File: config.mk
export PLATFORM = sky130hd
export DESIGN_NAME = vah_top
export DESIGN_NICKNAME = d
export VERILOG_FILES = /design/src/design/vah_pkg.sv /design/src/design/vah_dt_timer.sv /design/src/design/vah_level_cmp.sv /design/src/design/vah_top.sv
export VERILOG_INCLUDE_DIRS = /design/src /design/src/design
export SDC_FILE = /design/constraint.sdc
export NUM_CORES = 1
export LEC_CHECK = 0
export ABC_CLOCK_PERIOD_IN_PS = 7700
export BUFFER_PORTS_ARGS = -buffer_cell sky130_fd_sc_hd__buf_2
export CAP_MARGIN = 20
export CORE_MARGIN = 4
export CORE_UTILIZATION = 37
export CTS_CLUSTER_DIAMETER = 80
export DETAILED_ROUTE_END_ITERATION = 12
export HOLD_SLACK_MARGIN = 0.05
export SYNTH_ARGS = -nofsm -noshare
export SYNTH_HDL_FRONTEND = slang
export SYNTH_SLANG_ARGS = --single-unit
File: constraint.sdc
create_clock -name core_clk -period 7.7 [get_ports core_clk]
set_clock_uncertainty 0.05 [all_clocks]
set_input_delay 1.155 -clock core_clk [delete_from_list [all_inputs] [get_ports core_clk]]
set_output_delay 1.155 -clock core_clk [all_outputs]
set_load 0.01 [all_outputs]
File: src/design/vah_defs.svh
// constants of the voltage angle hold block: timing, register map, limits
`ifndef VAH_DEFS_SVH
`define VAH_DEFS_SVH

`define VAH_CLK_NS        5
`define VAH_TICK_NS       10000000
`define VAH_PRE_W         24

`define VAH_ADDR_CTRL     8'h00
`define VAH_ADDR_VTHR     8'h04
`define VAH_ADDR_ITHR     8'h08
`define VAH_ADDR_TMAX     8'h0c
`define VAH_ADDR_STAT     8'h10

`define VAH_CTRL_ENABLE   0
`define VAH_CTRL_CUR_EN   1
`define VAH_CTRL_FIXED    2
`define VAH_CTRL_F60      3
`define VAH_CTRL_FORCED   4
`define VAH_STAT_HOLD     6

`define VAH_VTHR_MIN      16'h00c8
`define VAH_VTHR_MAX      16'h1388
`define VAH_VTHR_RST      16'h07d0
`define VAH_ITHR_RST      16'h03e8
`define VAH_TMAX_MIN      13'h0002
`define VAH_TMAX_MAX      13'h1388
`define VAH_TMAX_RST      13'h0064

`define VAH_FREQ_50       16'h1388
`define VAH_FREQ_60       16'h1770

`endif

File: src/design/vah_pkg.sv
// state types of the voltage angle hold block
`default_nettype none
`include "vah_defs.svh"

package vah_pkg;

  typedef struct packed {
    logic hit;
  } vah_cmp_st_t;

  typedef struct packed {
    logic [`VAH_PRE_W-1:0] pre;
    logic [12:0]           ticks;
    logic                  expired;
  } vah_tmr_st_t;

  typedef struct packed {
    logic        enable;
    logic        cur_cond_en;
    logic        fixed_track;
    logic        fixed_60;
    logic        forced_ct;
    logic [15:0] vthr;
    logic [15:0] ithr;
    logic [12:0] tmax;
    logic        blk_m;
    logic        blk_s;
    logic        blocked;
    logic        cs_d;
    logic        active;
    logic        exp_hold;
    logic        ct_track;
    logic [5:0]  flags;
    logic [15:0] ang_now;
    logic [15:0] ang_pre;
    logic [15:0] ref_angle;
    logic [15:0] ref_amp;
    logic [15:0] samp_freq;
    logic [11:0] ev;
    logic [31:0] rdata;
  } vah_st_t;

endpackage : vah_pkg

`default_nettype wire

File: src/design/vah_dt_timer.sv
// definite-time limit counted in 10 ms ticks while run is high
`default_nettype none
`include "vah_defs.svh"

module vah_dt_timer
  import vah_pkg::*;
#(
  parameter int TICK_CYC = `VAH_TICK_NS / `VAH_CLK_NS
)
(
  input  wire logic        core_clk,
  input  wire logic        rst_b,
  input  wire logic        run,
  input  wire logic [12:0] limit,
  output logic             expired
);

  localparam logic [`VAH_PRE_W-1:0] PRE_LAST = `VAH_PRE_W'(TICK_CYC - 1);

  vah_tmr_st_t st;
  vah_tmr_st_t next_st;

  always_comb
  begin
    next_st = st;
    if (!run)
    begin
      // prescaler restarts too, so the first tick is a full period
      next_st = '0;
    end
    else
    begin
      if (st.pre == PRE_LAST)
      begin
        next_st.pre = '0;
        if (st.ticks != 13'h1fff)
          next_st.ticks = st.ticks + 13'h0001;
      end
      else
        next_st.pre = st.pre + `VAH_PRE_W'(1);
      next_st.expired = (st.ticks >= limit);
    end
  end

  always_ff @(posedge core_clk or negedge rst_b)
  begin
    if (!rst_b)
      st <= '0;
    else
      st <= next_st;
  end

  assign expired = st.expired;

endmodule : vah_dt_timer

`default_nettype wire

File: src/design/vah_level_cmp.sv
// one level comparison, refreshed at each program cycle start
`default_nettype none
`include "vah_defs.svh"

module vah_level_cmp
  import vah_pkg::*;
#(
  parameter int W     = 16,
  parameter bit ABOVE = 1'b0
)
(
  input  wire logic         core_clk,
  input  wire logic         rst_b,
  input  wire logic         sample,
  input  wire logic         used,
  input  wire logic [W-1:0] value,
  input  wire logic [W-1:0] limit,
  output logic              hit
);

  vah_cmp_st_t st;
  vah_cmp_st_t next_st;

  always_comb
  begin
    next_st = st;
    if (sample)
    begin
      // an unused channel must not veto "all low" nor fake "one high"
      if (!used)
        next_st.hit = ~ABOVE;
      else if (ABOVE)
        next_st.hit = (value > limit);
      else
        next_st.hit = (value < limit);
    end
  end

  always_ff @(posedge core_clk or negedge rst_b)
  begin
    if (!rst_b)
      st <= '0;
    else
      st <= next_st;
  end

  assign hit = st.hit;

endmodule : vah_level_cmp

`default_nettype wire

File: src/design/vah_top.sv
// voltage angle hold: substitute voltage reference during collapsed voltages
//
// The register offsets and the address-and-strobe port were decided locally.
`default_nettype none
`include "vah_defs.svh"

// Overview of operation
// - engage only when every used voltage is below the activation threshold
// - optional current qualifier: one phase current must also exceed its pick-up
// - activation threshold limited to 2 to 50 V
// - while engaged, output amplitude equals the activation threshold
// - reference angle is the one sampled one program cycle before engaging
// - in-use output is high whenever the hold is engaged
// - engaged time limited by a definite time of 0.02 to 50.00 s
// - after expiry stop the reference and signal non-directional fallback
// - block input sampled at each program cycle start, inhibits while high
// - fixed tracking uses a fixed 50 or 60 Hz sampling frequency
// - forced current tracking with voltages gone follows third phase current
// - on and off events for six conditions
// - configuration enable switches the function, never engages when off
module vah_top
  import vah_pkg::*;
#(
  parameter int TICK_CYC = `VAH_TICK_NS / `VAH_CLK_NS
)
(
  input  wire logic        core_clk,
  input  wire logic        rst_b,
  input  wire logic [7:0]  addr,
  input  wire logic [31:0] wdata,
  input  wire logic        wr,
  input  wire logic        rd,
  output logic      [31:0] rdata,
  input  wire logic        cycle_start,
  input  wire logic [2:0]  volt_used,
  input  wire logic [15:0] volt_mag0,
  input  wire logic [15:0] volt_mag1,
  input  wire logic [15:0] volt_mag2,
  input  wire logic [15:0] volt_angle,
  input  wire logic [15:0] cur_mag0,
  input  wire logic [15:0] cur_mag1,
  input  wire logic [15:0] third_phase_current,
  input  wire logic [15:0] volt_freq,
  input  wire logic [15:0] third_phase_freq,
  input  wire logic        block_in,
  output logic             voltage_angle_hold_in_use,
  output logic             ref_valid,
  output logic      [15:0] ref_amp,
  output logic      [15:0] ref_angle,
  output logic             nondir_fallback,
  output logic      [15:0] samp_freq,
  output logic      [11:0] vt_module_event_group
);

  vah_st_t st;
  vah_st_t next_st;

  logic [2:0]  v_low;
  logic [2:0]  i_high;
  logic [15:0] v_mag [3];
  logic [15:0] i_mag [3];
  logic        expired;
  logic        all_low;
  logic        any_high;
  logic        cond;
  logic [15:0] wr_vthr;
  logic [12:0] wr_tmax;

  assign v_mag[0] = volt_mag0;
  assign v_mag[1] = volt_mag1;
  assign v_mag[2] = volt_mag2;
  assign i_mag[0] = cur_mag0;
  assign i_mag[1] = cur_mag1;
  assign i_mag[2] = third_phase_current;

  // currents are always judged: the qualifier has no per-phase use mask
  genvar g;
  generate
    for (g = 0; g < 3; g++)
    begin : g_level
      vah_level_cmp #(
        .W     (16),
        .ABOVE (1'b0)
      ) u_vlow (
        .core_clk (core_clk),
        .rst_b    (rst_b),
        .sample   (cycle_start),
        .used     (volt_used[g]),
        .value    (v_mag[g]),
        .limit    (st.vthr),
        .hit      (v_low[g])
      );
      vah_level_cmp #(
        .W     (16),
        .ABOVE (1'b1)
      ) u_ihigh (
        .core_clk (core_clk),
        .rst_b    (rst_b),
        .sample   (cycle_start),
        .used     (1'b1),
        .value    (i_mag[g]),
        .limit    (st.ithr),
        .hit      (i_high[g])
      );
    end
  endgenerate

  // timer restarts from zero on every engage, never resumes a partial count
  vah_dt_timer #(
    .TICK_CYC (TICK_CYC)
  ) u_timer (
    .core_clk (core_clk),
    .rst_b    (rst_b),
    .run      (st.active),
    .limit    (st.tmax),
    .expired  (expired)
  );

  // no used channel at all means nothing to judge, so never engage
  // current qualifier off: the voltage condition alone decides
  assign all_low  = (&v_low) && (volt_used != 3'b000);
  assign any_high = |i_high;
  assign cond     = st.enable && all_low &&
                    (!st.cur_cond_en || any_high);

  // voltage threshold and time writes are clamped into their legal ranges;
  // clamping rather than refusing means a bad write still leaves a usable setting
  always_comb
  begin
    wr_vthr = wdata[15:0];
    if (wr_vthr < `VAH_VTHR_MIN)
      wr_vthr = `VAH_VTHR_MIN;
    else if (wr_vthr > `VAH_VTHR_MAX)
      wr_vthr = `VAH_VTHR_MAX;
    wr_tmax = wdata[12:0];
    if (wdata[31:13] != 19'h00000 || wr_tmax > `VAH_TMAX_MAX)
      wr_tmax = `VAH_TMAX_MAX;
    else if (wr_tmax < `VAH_TMAX_MIN)
      wr_tmax = `VAH_TMAX_MIN;
  end

  always_comb
  begin
    next_st = st;
    next_st.ev = '0;
    next_st.cs_d = cycle_start;

    // register writes
    if (wr)
    begin
      case (addr)
        `VAH_ADDR_CTRL:
        begin
          next_st.enable      = wdata[`VAH_CTRL_ENABLE];
          next_st.cur_cond_en = wdata[`VAH_CTRL_CUR_EN];
          next_st.fixed_track = wdata[`VAH_CTRL_FIXED];
          next_st.fixed_60    = wdata[`VAH_CTRL_F60];
          next_st.forced_ct   = wdata[`VAH_CTRL_FORCED];
        end
        `VAH_ADDR_VTHR: next_st.vthr = wr_vthr;
        `VAH_ADDR_ITHR: next_st.ithr = wdata[15:0];
        `VAH_ADDR_TMAX: next_st.tmax = wr_tmax;
        default: ;
      endcase
    end

    // block pin synchroniser, then sampled once per program cycle;
    // limitation: a block pulse that falls between two cycle starts is never seen
    next_st.blk_m = block_in;
    next_st.blk_s = st.blk_m;
    if (cycle_start)
      next_st.blocked = st.blk_s;

    // pre-fault angle history is frozen while engaged;
    // two deep because the newest sample may already carry the collapse,
    // so the older one is the last healthy angle
    if (cycle_start && !st.active)
    begin
      next_st.ang_now = volt_angle;
      next_st.ang_pre = st.ang_now;
    end

    // engage and release are judged one clock after cycle start,
    // once the comparators hold this cycle's result
    if (st.cs_d)
    begin
      if (!cond)
      begin
        next_st.active   = 1'b0;
        next_st.exp_hold = 1'b0;
      end
      else if (!st.active && !st.blocked && !st.exp_hold)
      begin
        next_st.active    = 1'b1;
        next_st.ref_angle = st.ang_pre;
      end
    end
    if (st.blocked)
      next_st.active = 1'b0;
    if (!st.enable)
    begin
      next_st.active   = 1'b0;
      next_st.exp_hold = 1'b0;
    end

    // expiry wins over everything and latches until conditions clear;
    // re-engaging straight away would restart directional tripping on a
    // stale angle, so the stages stay non-directional instead
    if (st.active && expired)
    begin
      next_st.active   = 1'b0;
      next_st.exp_hold = 1'b1;
    end

    // amplitude follows the threshold setting while engaged,
    // however far the measured voltages have fallen
    next_st.ref_amp = next_st.active ? st.vthr : 16'h0000;
    if (!next_st.active)
      next_st.ref_angle = 16'h0000;

    // sampling frequency selection for every stage but frequency protection,
    // which keeps its own tracking outside this block;
    // fixed tracking can follow the current once voltages are gone
    next_st.ct_track = st.fixed_track && st.forced_ct &&
                       st.enable && all_low;
    if (!st.fixed_track)
      next_st.samp_freq = volt_freq;
    else if (next_st.ct_track)
      next_st.samp_freq = third_phase_freq;
    else if (st.fixed_60)
      next_st.samp_freq = `VAH_FREQ_60;
    else
      next_st.samp_freq = `VAH_FREQ_50;

    // event flags: rise gives the on event, fall the off event;
    // pair order: enabled, low voltage, high current,
    // frequency from current, in use, blocked
    next_st.flags[0] = next_st.enable;
    next_st.flags[1] = st.enable && all_low;
    next_st.flags[2] = st.enable && any_high;
    next_st.flags[3] = next_st.ct_track;
    next_st.flags[4] = next_st.active;
    next_st.flags[5] = st.enable && next_st.blocked;
    for (int k = 0; k < 6; k++)
    begin
      next_st.ev[2*k]   = next_st.flags[k] && !st.flags[k];
      next_st.ev[2*k+1] = !next_st.flags[k] && st.flags[k];
    end

    // register reads, data valid in the following cycle only;
    // status word: bits 5..0 the event flags, then the expiry hold
    next_st.rdata = 32'h00000000;
    if (rd)
    begin
      case (addr)
        `VAH_ADDR_CTRL:
        begin
          next_st.rdata[`VAH_CTRL_ENABLE] = st.enable;
          next_st.rdata[`VAH_CTRL_CUR_EN] = st.cur_cond_en;
          next_st.rdata[`VAH_CTRL_FIXED]  = st.fixed_track;
          next_st.rdata[`VAH_CTRL_F60]    = st.fixed_60;
          next_st.rdata[`VAH_CTRL_FORCED] = st.forced_ct;
        end
        `VAH_ADDR_VTHR: next_st.rdata[15:0] = st.vthr;
        `VAH_ADDR_ITHR: next_st.rdata[15:0] = st.ithr;
        `VAH_ADDR_TMAX: next_st.rdata[12:0] = st.tmax;
        `VAH_ADDR_STAT:
        begin
          next_st.rdata[5:0] = st.flags;
          next_st.rdata[`VAH_STAT_HOLD] = st.exp_hold;
        end
        default: ;
      endcase
    end
  end

  // settings return to their defaults on reset; never engaged out of reset
  always_ff @(posedge core_clk or negedge rst_b)
  begin
    if (!rst_b)
    begin
      st             <= '0;
      st.vthr        <= `VAH_VTHR_RST;
      st.ithr        <= `VAH_ITHR_RST;
      st.tmax        <= `VAH_TMAX_RST;
      st.samp_freq   <= `VAH_FREQ_50;
    end
    else
      st <= next_st;
  end

  // every output straight from the state register
  assign rdata                     = st.rdata;
  assign voltage_angle_hold_in_use = st.active;
  assign ref_valid                 = st.active;
  assign ref_amp                   = st.ref_amp;
  assign ref_angle                 = st.ref_angle;
  assign nondir_fallback           = st.exp_hold;
  assign samp_freq                 = st.samp_freq;
  assign vt_module_event_group     = st.ev;

endmodule : vah_top

`default_nettype wire

# After elaboration in Yosys (flattened, before gate mapping)
# Cells that the tools add are included.
[totals] register_bits=214 output_inout_bits=95
[op_classes] n_addsub=2 order_cmp=11 eq_ne=13 muxes=37 reduce_logical=54
[op_table] cell="$mux 16" n=12
[op_table] cell="$mux 13" n=5
[op_table] cell="$mux 50" n=1
[op_table] cell="$gt 16x16->1" n=3
[op_table] cell="$lt 16x16->1" n=3
[op_table] cell="$mux 38" n=1
[op_table] cell="$pmux 5 s5" n=1
[op_table] cell="$add 24x1->24 const B" n=1
[op_table] cell="$eq 24x21->1 const B" n=1
[op_table] cell="$logic_and 1x1->1" n=24
[op_table] cell="$mux 24" n=1
[op_table] cell="$reduce_bool 19->1" n=1
[op_table] cell="$pmux 6 s3" n=1
[op_table] cell="$eq 8x4->1 const B" n=2
[op_table] cell="$gt 16x13->1 const B" n=1
[op_table] cell="$logic_not 1->1" n=16
[op_table] cell="$lt 16x8->1 const B" n=1
[op_table] cell="$add 13x1->13 const B" n=1
[op_table] cell="$ge 13x13->1" n=1
[op_table] cell="$gt 13x13->1 const B" n=1
[op_table] cell="$lt 13x2->1 const B" n=1
[op_table] cell="$ne 13x13->1 const B" n=1
[op_table] cell="$reduce_and 2->1" n=6
[op_table] cell="$mux 11" n=1
[op_table] cell="15 further kinds" n=30

# Longest topological paths before layout
# Gate-level depths: netlist of the first run.
[depth] depth_word=11 ltp_mapped=7 mapped_depth_nobuf=7

# Hierarchy
# From an unflattened synthesis of the first run, not the netlist that was laid out.
[hier_totals] hier_cells=1235 hier_area_um2=12388.1
[by_module_without_submodules] module="vah_top" n_inst=1 cells_per_inst=649 area_each_um2=7474.7 seq_area_each_um2=4229.1
[by_module_without_submodules] module="vah_dt_timer" n_inst=1 cells_per_inst=241 area_each_um2=2282.2 seq_area_each_um2=950.9
[by_module_without_submodules] module="vah_level_cmp (g_level[0].u_ihigh ...)" n_inst=3 cells_per_inst=59 area_each_um2=461.7 seq_area_each_um2=25.0
[by_module_without_submodules] module="vah_level_cmp (g_level[0].u_vlow ...)" n_inst=3 cells_per_inst=56 area_each_um2=415.4 seq_area_each_um2=25.0

# Worst setup path before layout of the first run
# OpenSTA, ideal clock, no wires.
[synth_timing] path_kind="input-to-reg" from="input port addr[1]" to="register st[167] in the netlist's numbering" t_arrival_ps=2884 t_required_ps=7529 setup_slack_ps=4645 stages=5 path_cell_list="or4_1 -> nor3_1 -> nand3_1 -> clkbuf_1 -> a22o_1"
[synth_via] elab_chain_cells=2
[synth_lines] element="from (decl)" line_no="vah_top.sv:29" source="input wire logic [7:0] addr,"
[synth_lines] element="$eq 8x3->1" line_no="vah_top.sv:151" source="case (addr)"
[synth_lines] element="$reduce_and 2->1 (no source line)"
[synth_lines] element="to (signal assigned)" line_no="vah_top.sv:289" source="st <= next_st;"
[synth_lines] element="to (decl)" line_no="vah_top.sv:55" source="vah_st_t st;"
# No other way between the ends.
# A chain may end at the register's enable or synchronous reset.

# Final worst setup path of the first run
[layout_timing] from="input port addr[1]" to="register st[177] in the netlist's numbering"
# The elaborated chain is that of the path after synthesis.

==> impl_metrics.tcl, run 1 <==
set metrics [dict create \
    timing.setup.critical_path_class "primary input to flop" \
    ys_seq_area_frac 0.452 \
    grt_pass1_vias 9214 \
    clockRootBuffer "clkbuf_16" \
    gpl.final_weighted_congestion 0.849 \
    initial_utilization 0.374 \
    timing.final.setup_violations 0 \
    synth_seq_cells 212 \
    crit_path_cell_trace "buf_2 > or4_1 > nor3_1 > nand3_1 > nor3_1 > a22o_1" \
    antenna_found_initial 7 \
    yosys_most_used_dff "dfrtp_1" \
    rsz0062_at_grt "false" \
    synth_mux_area_frac 0.0405 \
    netlist_area_um2 11800 \
    power.density_cell_area_nw_per_um2 203 \
    highest_attainable_clock_frequency_mhz 314 \
    cts-buffers-inserted 24 \
    grt_usage 0.177 \
    irDropWorstVdd_mv 0.149 \
    worst-path-max-fanout 12 \
    layout_common_cells "buf_2, dfrtp_1, ha_1" \
    post_synth.cell_area_avg_um2 9.93 \
    syn_to_final_growth_pct 16.3 \
    yosysWarningCount 0 \
    crit_path_frequent_cell "nor3_1" \
    synth_area_in_compound_gates 0.130 \
    drt_pass1_iterations 6 \
    synth-adder-area-share 0.114 \
    fin_setup_tns_ns 0 \
    yosysTopAreaCell "dfrtp_1" \
    timing.critical_path.buf_inv 1 \
    start_kind "primary input" \
    min_path_type "flop to flop" \
    worstMarginPinSlew_ns 1.06 \
    core_area_um2 31600 \
    drive_gt1_frac 0.277 \
    detail_route.wirelength_mm 32.0 \
    most_common_cell_after_layout_fill_and_taps_aside "buf_2" \
    synth_top_family_by_area "simple AND/OR/NAND/NOR gates" \
    grt_max_degree 93 \
    post_cts.repair.setup_buffers 0 \
    cts_resized 0 \
    async_reset_ff_frac 1.00 \
    cap_viol_max_count 0 \
    antenna_violation_net_count_after_detailed_routing 0 \
    final-hold-violation-count 0 \
    ios 288 \
    clock_sinks 212 \
    routed-via-count 9338 \
    hold_buffers 0 \
    finalMaxSlewViolations 0 \
    die_x_um 187 \
    global_route_wire_length_before_repair_mm 50.6 \
    netlist_top_cells_area "dfrtp_1, ha_1, buf_4" \
    avgViaCountPerCell 5.18 \
    die_area_um2 34800 \
    cpPeakStageDelay_ns 0.65 \
    mapped_cells 1189 \
    synth_simple_gate_area_share 0.153 \
    synth_enable_flop_cells 0 \
    hold_ws_ns 0.348 \
    place_ws_ns 4.00 \
    routed_wire_length_per_instance_um 17.7 \
    cts.clk_slew.worst_paths_ns 0.06 \
    synthXorXnorAreaFrac 0.0163 \
    fp-row-count 65 \
    synth_top_area_share 0.407 \
    detailedPlacementHpwl_mm 25.0 \
    htreeDepth 1 \
    power_leakage_nw 6.63 \
    cts.path.max_buffers 3 \
    drt_iter0_markers 587 \
    fin_ws_ns 4.51 \
    post_synth_num_cell_types 63 \
    clock_latency_ns 0.51 \
    tritoncts "done" \
    die_h_um 187 \
    layout_min_cycle_time_ns 3.19 \
    critPathSlowestCell "nor3_1" \
    run_status "completed" \
    worstPathArrival_ns 3.59 \
    final_nets 1680 \
    required_ns 8.10 \
    worstSetupEndpointType "flop" \
    final_min_period_over_clock_period 0.414 \
    detail_route.drc_violations 0 \
    tightest_slew_margin_relative_to_the_limit 0.296 \
    grt-ovfl-total 0 \
    port_buffers 271 \
    path_delay_family "simple AND/OR/NAND/NOR gates" \
]
[power breakdown]
group / switching (W) / total, W / internal (W) / leakage (nW)
registers: 0.0000567 / 0.00128 / 0.00122 / 2.64
clock network: 0.000443 / 0.00108 / 0.000639 / 0.368
logic: 0.000241 / 0.000428 / 0.000187 / 3.62
[cells by family (layout without fill, tap and decap cells)]
group,count (synthesis),after routing
and+or+nand+nor,364,364
other,1,19
xor gates and xnor gates,22,22
buffers and inverters,201,394
DFF,212,212
adders and majority gates,108,108
AOI/OAI and AO/OA,238,238
muxes,43,43
[Yosys cell counts (all sizes together) (5+ instances only)]
master and count:
buf 99, nor2 99, and2 6, o31ai 8, nor4b 7, a31oi 7, a22oi 16, dfstp 20
a211oi 7, or4 10, or3 9, o21ai 67, nor3 22, ha 108, mux2 38, a21o 10
nor4 17, clkbuf 32, inv 70, nand3 33, mux2i 5, nand4 27, nor2b 15, nand2 88
nand2b 6, a21oi 66, dfrtp 192, a22o 32, xnor2 18, and3 13
[layout make-up]
class | instances | area (um2)
clock inverter | 9 | 72.6
timing repair buffer | 280 | 1430
fill | 3056 | 17800
antenna | 3 | 7.51
sequential | 212 | 5330
multi-input combinational | 791 | 5450
inverter | 70 | 263
clock buffer | 35 | 673
tap | 402 | 503
[state kept, by name, indices dropped and copies added (netlist names)]
signal                 flops
rdata                     16
ref_angle                 16
samp_freq                 16
g_level.u_ihigh.hit        3
st                        90
u_timer.expired            1
nondir_fallback            1
ref_amp                   16
u_timer.st                37
next_st                    1
vt_module_event_group     12
g_level.u_vlow.hit         3
[metrics by stage]
| stage | instances | utilization | instance area [um2] | power [W] |
|---|---|---|---|---|
| final | 1802 | 0.435 | 13700 | 0.00279 |
| after floorplan | 1204 | - | 11900 | 0.00157 |
| after global routing | 1802 | 0.435 | 13700 | 0.00293 |
| after global placement | 1754 | 0.411 | 13000 | 0.00171 |
| after detailed placement | 1755 | 0.411 | 13000 | 0.00173 |
| after CTS | 1799 | 0.435 | 13700 | 0.00282 |
[worst reg2reg max path: cells and delay by family, from the launching register on]
family           cells  cell delay [ns]
and+or+nand+nor      5             2.30
DFF                  1             0.40
[routing by layer]
layer	share of wire	track usage	up-vias	wire, um
met5	0.0013	0	-	42
met2	0.45	0.280	293	14500
met1	0.45	0.242	4470	14500
li1	-	-	4513	-
met4	0.019	0.0452	8	593
met3	0.074	0.0468	54	2370
[final timing paths]
check | startpoint | to | slack, ns | cells past startpoint
min in group asynchronous | rst_b | ref_angle[9] | 0.67 | 1
setup / recovery | addr[1] | st[177] | 4.51 | 6
hold reg to reg | next_st[135] | st[135] | 0.35 | 0
hold / removal | next_st[135] | st[135] | 0.35 | 0
max in group asynchronous | rst_b | vt_module_event_group[11] | 5.45 | 2
setup reg to reg | u_timer.st[16] | u_timer.st[33] | 4.80 | 5
Note: power is estimated with default switching activity, not from simulation.
==> inputs of run 2 (changes only) <==
--- a/config.mk
+++ b/config.mk
@@ -6,7 +6,7 @@
 export SDC_FILE = /design/constraint.sdc
 export NUM_CORES = 1
 export LEC_CHECK = 0
-export ABC_CLOCK_PERIOD_IN_PS = 7700
+export ABC_CLOCK_PERIOD_IN_PS = 3000
 export BUFFER_PORTS_ARGS = -buffer_cell sky130_fd_sc_hd__buf_2
 export CAP_MARGIN = 20
 export CORE_MARGIN = 4
==> constraint.sdc (replaced) <==
create_clock -name core_clk -period 3 [get_ports core_clk]
set_clock_uncertainty 0.05 [all_clocks]
set_input_delay 0.45 -clock core_clk [delete_from_list [all_inputs] [get_ports core_clk]]
set_output_delay 0.45 -clock core_clk [all_outputs]
set_load 0.01 [all_outputs]
==> impl_metrics.tcl, run 2 (same netlist as run 1, synthesis figures left out) <==
set metrics [dict create \
    die_area_um2 34800 \
    core_area_um2 31600 \
    post_cts.repair.setup_buffers 0 \
    drive_gt1_frac 0.285 \
    final_min_period_over_clock_period 0.867 \
    totalPowerFinal_w 0.00737 \
    r2r-end "u_timer.st[8]" \
    r2r-start "u_timer.st[21]" \
    drt_iter0_markers 546 \
    antenna_found_initial 4 \
    hold_ws_ns 0.124 \
    irDropWorstVdd_mv 0.303 \
    initial_utilization 0.374 \
    global_route_wire_length_before_repair_mm 51.5 \
    cpPeakStageDelay_ns 0.55 \
    fin_ws_ns 0.398 \
    tritoncts "done" \
    timing.critical_path.buf_inv 0 \
    worst_case_reg_to_reg_path_depth 5 \
    timing.final.setup_violations 0 \
    antenna_violation_net_count_after_detailed_routing 0 \
    first_element_of_the_critical_path "u_timer.st[21]" \
    drt_pass1_iterations 6 \
    cts.path.max_buffers 3 \
    ios 288 \
    max_flop_register "st" \
    crit_path_cell_trace "or4_1 > or3_1 > or4_4 > or4_1 > a21oi_1" \
    final-hold-violation-count 0 \
    run_status "completed" \
    crit_path_frequent_cell "or4_1" \
    worstMarginPinSlew_ns 0.775 \
    syn_to_final_growth_pct 17.9 \
    detail_route.wirelength_mm 32.1 \
    hold_path_end "st[108]" \
    tightest_slew_margin_relative_to_the_limit 0.478 \
    worstSetupEndpointType "flop" \
    min_from "volt_angle[0]" \
    power_leakage_nw 6.74 \
    htreeDepth 1 \
    die_h_um 187 \
    port_buffers 271 \
    layout_common_cells "buf_2, dfrtp_1, ha_1" \
    critPathSlowestCell "or4_4" \
    finalMaxSlewViolations 0 \
    cts_resized 0 \
    clock_latency_ns 0.51 \
    cap_viol_max_count 0 \
    timing.setup.critical_path_class "flop to flop" \
    required_ns 3.37 \
    avgViaCountPerCell 5.15 \
    place_ws_ns 0.411 \
    gpl.final_weighted_congestion 0.858 \
    grt-ovfl-total 0 \
    die_x_um 187 \
    final_nets 1696 \
    rsz0062_at_grt "false" \
    routed_wire_length_per_instance_um 17.7 \
    start_kind "flop" \
    power.density_cell_area_nw_per_um2 530 \
    hold_buffers 2 \
    worst-path-max-fanout 11 \
    detailedPlacementHpwl_mm 25.0 \
    routed-via-count 9355 \
    min_path_type "primary input to flop" \
    path_delay_family "simple AND/OR/NAND/NOR gates" \
    clockRootBuffer "clkbuf_16" \
    fp-row-count 65 \
    fin_setup_tns_ns 0 \
    layout_min_cycle_time_ns 2.60 \
    highest_attainable_clock_frequency_mhz 384 \
    cts-buffers-inserted 23 \
    largestRegisters "st x90, u_timer.st x37" \
    holdPathStages 2 \
    grt_usage 0.179 \
    largest_reg_flops 90 \
    most_common_cell_after_layout_fill_and_taps_aside "buf_2" \
    detail_route.drc_violations 0 \
    clock_sinks 212 \
    regToRegSetupSlack_ns 0.40 \
    cts.clk_slew.worst_paths_ns 0.06 \
    worstPathArrival_ns 2.97 \
    grt_pass1_vias 9421 \
    grt_max_degree 84 \
]
[run 2: metrics by stage]
stage	std cells	cell area, um2	utilization
floorplan	1204	11900	-
global placement	1770	13100	0.415
detailed placement	1770	13100	0.415
CTS	1814	13900	0.441
global route	1815	13900	0.441
finish	1816	13900	0.441
[run 2: worst max-delay path by stage]
stage | endpoint | slack (ns) | cells after the start
after global routing | u_timer.st[8] | 0.31 | 5
after global placement | u_timer.st[10] | 0.41 | 5
after floorplan | u_timer.st[10] | 0.43 | 6
final | u_timer.st[8] | 0.40 | 5
after detailed placement | u_timer.st[8] | 0.41 | 5
after CTS | u_timer.st[8] | 0.39 | 5
[run 2: worst register-to-register path: stages, from the launching register on]
cell and delay [ns]:
dfrtp_1 0.42, or4_1 0.51, or3_1 0.31, or4_4 0.55, or4_1 0.53, a21oi_1 0.15
[run 2: report_power, final]
group | internal, W | switching, W
sequential | 0.00313 | 0.000138
combinational | 0.000494 | 0.000623
clock | 0.00183 | 0.00116
total | 0.00546 | 0.00192
[run 2: area by class of cell]
cell class | instances | area [um2]
inverter | 70 | 263
tap | 402 | 503
timing repair buffer | 297 | 1580
fill | 3064 | 17600
antenna | 2 | 5.00
sequential | 212 | 5330
clock inverter | 9 | 149
clock buffer | 33 | 643
multi-input combinational | 791 | 5450
[run 2: routing by layer]
| metal | global-route usage | up-vias | routed length [um] |
|---|---|---|---|
| met2 | 0.294 | 294 | 15100 |
| met1 | 0.246 | 4473 | 14300 |
| met3 | 0.0404 | 37 | 2200 |
| met5 | 0 | - | 34 |
| met4 | 0.0344 | 6 | 518 |
| li1 | - | 4545 | - |
==> inputs of run 3 (changes only) <==
--- a/config.mk
+++ b/config.mk
@@ -7,13 +7,14 @@
 export NUM_CORES = 1
 export LEC_CHECK = 0
 export ABC_CLOCK_PERIOD_IN_PS = 3000
-export BUFFER_PORTS_ARGS = -buffer_cell sky130_fd_sc_hd__buf_2
+export BUFFER_PORTS_ARGS = -buffer_cell sky130_fd_sc_hd__buf_4
 export CAP_MARGIN = 20
 export CORE_MARGIN = 4
 export CORE_UTILIZATION = 37
 export CTS_CLUSTER_DIAMETER = 80
 export DETAILED_ROUTE_END_ITERATION = 12
 export HOLD_SLACK_MARGIN = 0.05
+export PLACE_DENSITY = 0.62
 export SYNTH_ARGS = -nofsm -noshare
 export SYNTH_HDL_FRONTEND = slang
 export SYNTH_SLANG_ARGS = --single-unit
==> impl_metrics.tcl, run 3 (same netlist as run 1, synthesis figures left out) <==
set metrics [dict create \
    largestRegisters "st x90, u_timer.st x37" \
    cap_viol_max_count 0 \
    antenna_violation_net_count_after_detailed_routing 0 \
    start_kind "flop" \
    clock_sinks 212 \
    cts.path.max_buffers 3 \
    timing.setup.critical_path_class "flop to flop" \
    routed-via-count 9351 \
    detail_route.wirelength_mm 32.7 \
    die_area_um2 34800 \
    drt_iter0_markers 608 \
    grt-ovfl-total 0 \
    fillerInstances 2996 \
    worstMarginPinSlew_ns 0.741 \
    final_min_period_over_clock_period 0.879 \
    tritoncts "done" \
    routed_wire_length_per_instance_um 18.0 \
    timing.final.setup_violations 0 \
    initial_utilization 0.374 \
    cts-buffers-inserted 24 \
    highest_attainable_clock_frequency_mhz 379 \
    grt_pass1_vias 9579 \
    hold_path_end "st[164]" \
    antenna_found_initial 0 \
    ios 288 \
    global_route_wire_length_before_repair_mm 52.8 \
    fin_setup_tns_ns 0 \
    holdPathStages 3 \
    grt_usage 0.184 \
    power_leakage_nw 6.94 \
    avgViaCountPerCell 5.15 \
    layout_common_cells "buf_4, dfrtp_1, ha_1" \
    r2r-end "u_timer.st[10]" \
    grt_max_degree 76 \
    layout_min_cycle_time_ns 2.64 \
    clockRootBuffer "clkbuf_16" \
    gpl.final_weighted_congestion 0.856 \
    most_common_cell_after_layout_fill_and_taps_aside "buf_4" \
    min_from "wdata[14]" \
    max_flop_register "st" \
    power.density_cell_area_nw_per_um2 514 \
    die_x_um 187 \
    detail_route.drc_violations 0 \
    cts.clk_slew.worst_paths_ns 0.06 \
    regToRegSetupSlack_ns 0.36 \
    port_buffers 271 \
    clock_latency_ns 0.52 \
    ff_latch_area_um2 5330 \
    drt_pass1_iterations 5 \
    min_path_type "primary input to flop" \
    rsz0062_at_grt "false" \
    drive_gt1_frac 0.286 \
    tightest_slew_margin_relative_to_the_limit 0.502 \
    finalMaxSlewViolations 0 \
    run_status "completed" \
    die_h_um 187 \
    detailedPlacementHpwl_mm 25.7 \
    required_ns 3.37 \
    worst_case_reg_to_reg_path_depth 5 \
    fp-row-count 65 \
    irDropWorstVdd_mv 0.313 \
    core_area_um2 31600 \
    worstSetupEndpointType "flop" \
    syn_to_final_growth_pct 23.9 \
    worst-path-max-fanout 11 \
    r2r-start "u_timer.st[21]" \
    postLayoutCoreUtil 0.464 \
    final_nets 1697 \
    final-hold-violation-count 0 \
    worstPathArrival_ns 3.00 \
    largest_reg_flops 90 \
    multiInputGateArea_um2 5450 \
    post_cts.repair.setup_buffers 0 \
    htreeDepth 1 \
    antenna_cells 0 \
]
[run 3: metrics by stage]
stage / cells / setup slack, ns / total power (W) / area, um2 / hold WS (ns)
4_1_cts: 1816 / 0.356 / 0.00762 / 14600 / 0.0923
2_1_floorplan: 1204 / 0.433 / 0.00402 / 11900 / 0.104
3_3_place_gp: 1769 / 0.336 / 0.00453 / 13800 / 0.287
6_report: 1816 / 0.362 / 0.00752 / 14600 / 0.105
3_5_place_dp: 1770 / 0.368 / 0.00457 / 13800 / 0.292
5_1_grt: 1816 / 0.299 / 0.00791 / 14600 / 0.101
[run 3: where the power goes]
group / switching (W) / leakage, nW / total, W / internal (W)
clock: 0.00116 / 0.406 / 0.00300 / 0.00184
combinational: 0.000634 / 3.90 / 0.00124 / 0.000609
sequential: 0.000141 / 2.64 / 0.00327 / 0.00313
total: 0.00194 / 6.94 / 0.00752 / 0.00558
[run 3: layout make-up]
type                    count  area share
multi-input cells         791       0.372
flip-flops and latches    212       0.364
repair buffers            297       0.155
clock buffers              37      0.0499
well taps                 402      0.0344
inverters                  70      0.0180
clock inverters             7     0.00582
[run 3: per-layer routing]
| layer | global-route usage | part of all wire | up-vias |
|---|---|---|---|
| met1 | 0.252 | 0.45 | 4471 |
| met5 | 0 | 0 | - |
| met4 | 0.0501 | 0.024 | 0 |
| met2 | 0.296 | 0.46 | 298 |
| li1 | - | - | 4535 |
| met3 | 0.0408 | 0.072 | 47 |
[run 3: how the worst max path moves through the flow]
stage                         startpoint             end  slack, ns  depth (start not counted)
after floorplan           u_timer.st[21]  u_timer.st[10]       0.43                          6
after global placement      volt_used[1]      ref_amp[0]       0.34                          7
after detailed placement  u_timer.st[21]  u_timer.st[10]       0.37                          5
after CTS                 u_timer.st[21]  u_timer.st[10]       0.36                          5
after global routing      u_timer.st[21]  u_timer.st[10]       0.30                          5
final                     u_timer.st[21]  u_timer.st[10]       0.36                          5
[run 3: what timing repair did]
| action | in CTS | in global routing |
|---|---|---|
| hold buffers | 2 | 0 |
| hold endpoints to repair | 70 | 0 |
| gates resized for setup | 0 | 0 |
[run 3: critical path: stages, from the launching register on]
cell,delay (ns)
dfrtp_1,0.42
or4_1,0.52
or3_1,0.31
or4_4,0.56
or4_1,0.53
a21oi_1,0.16
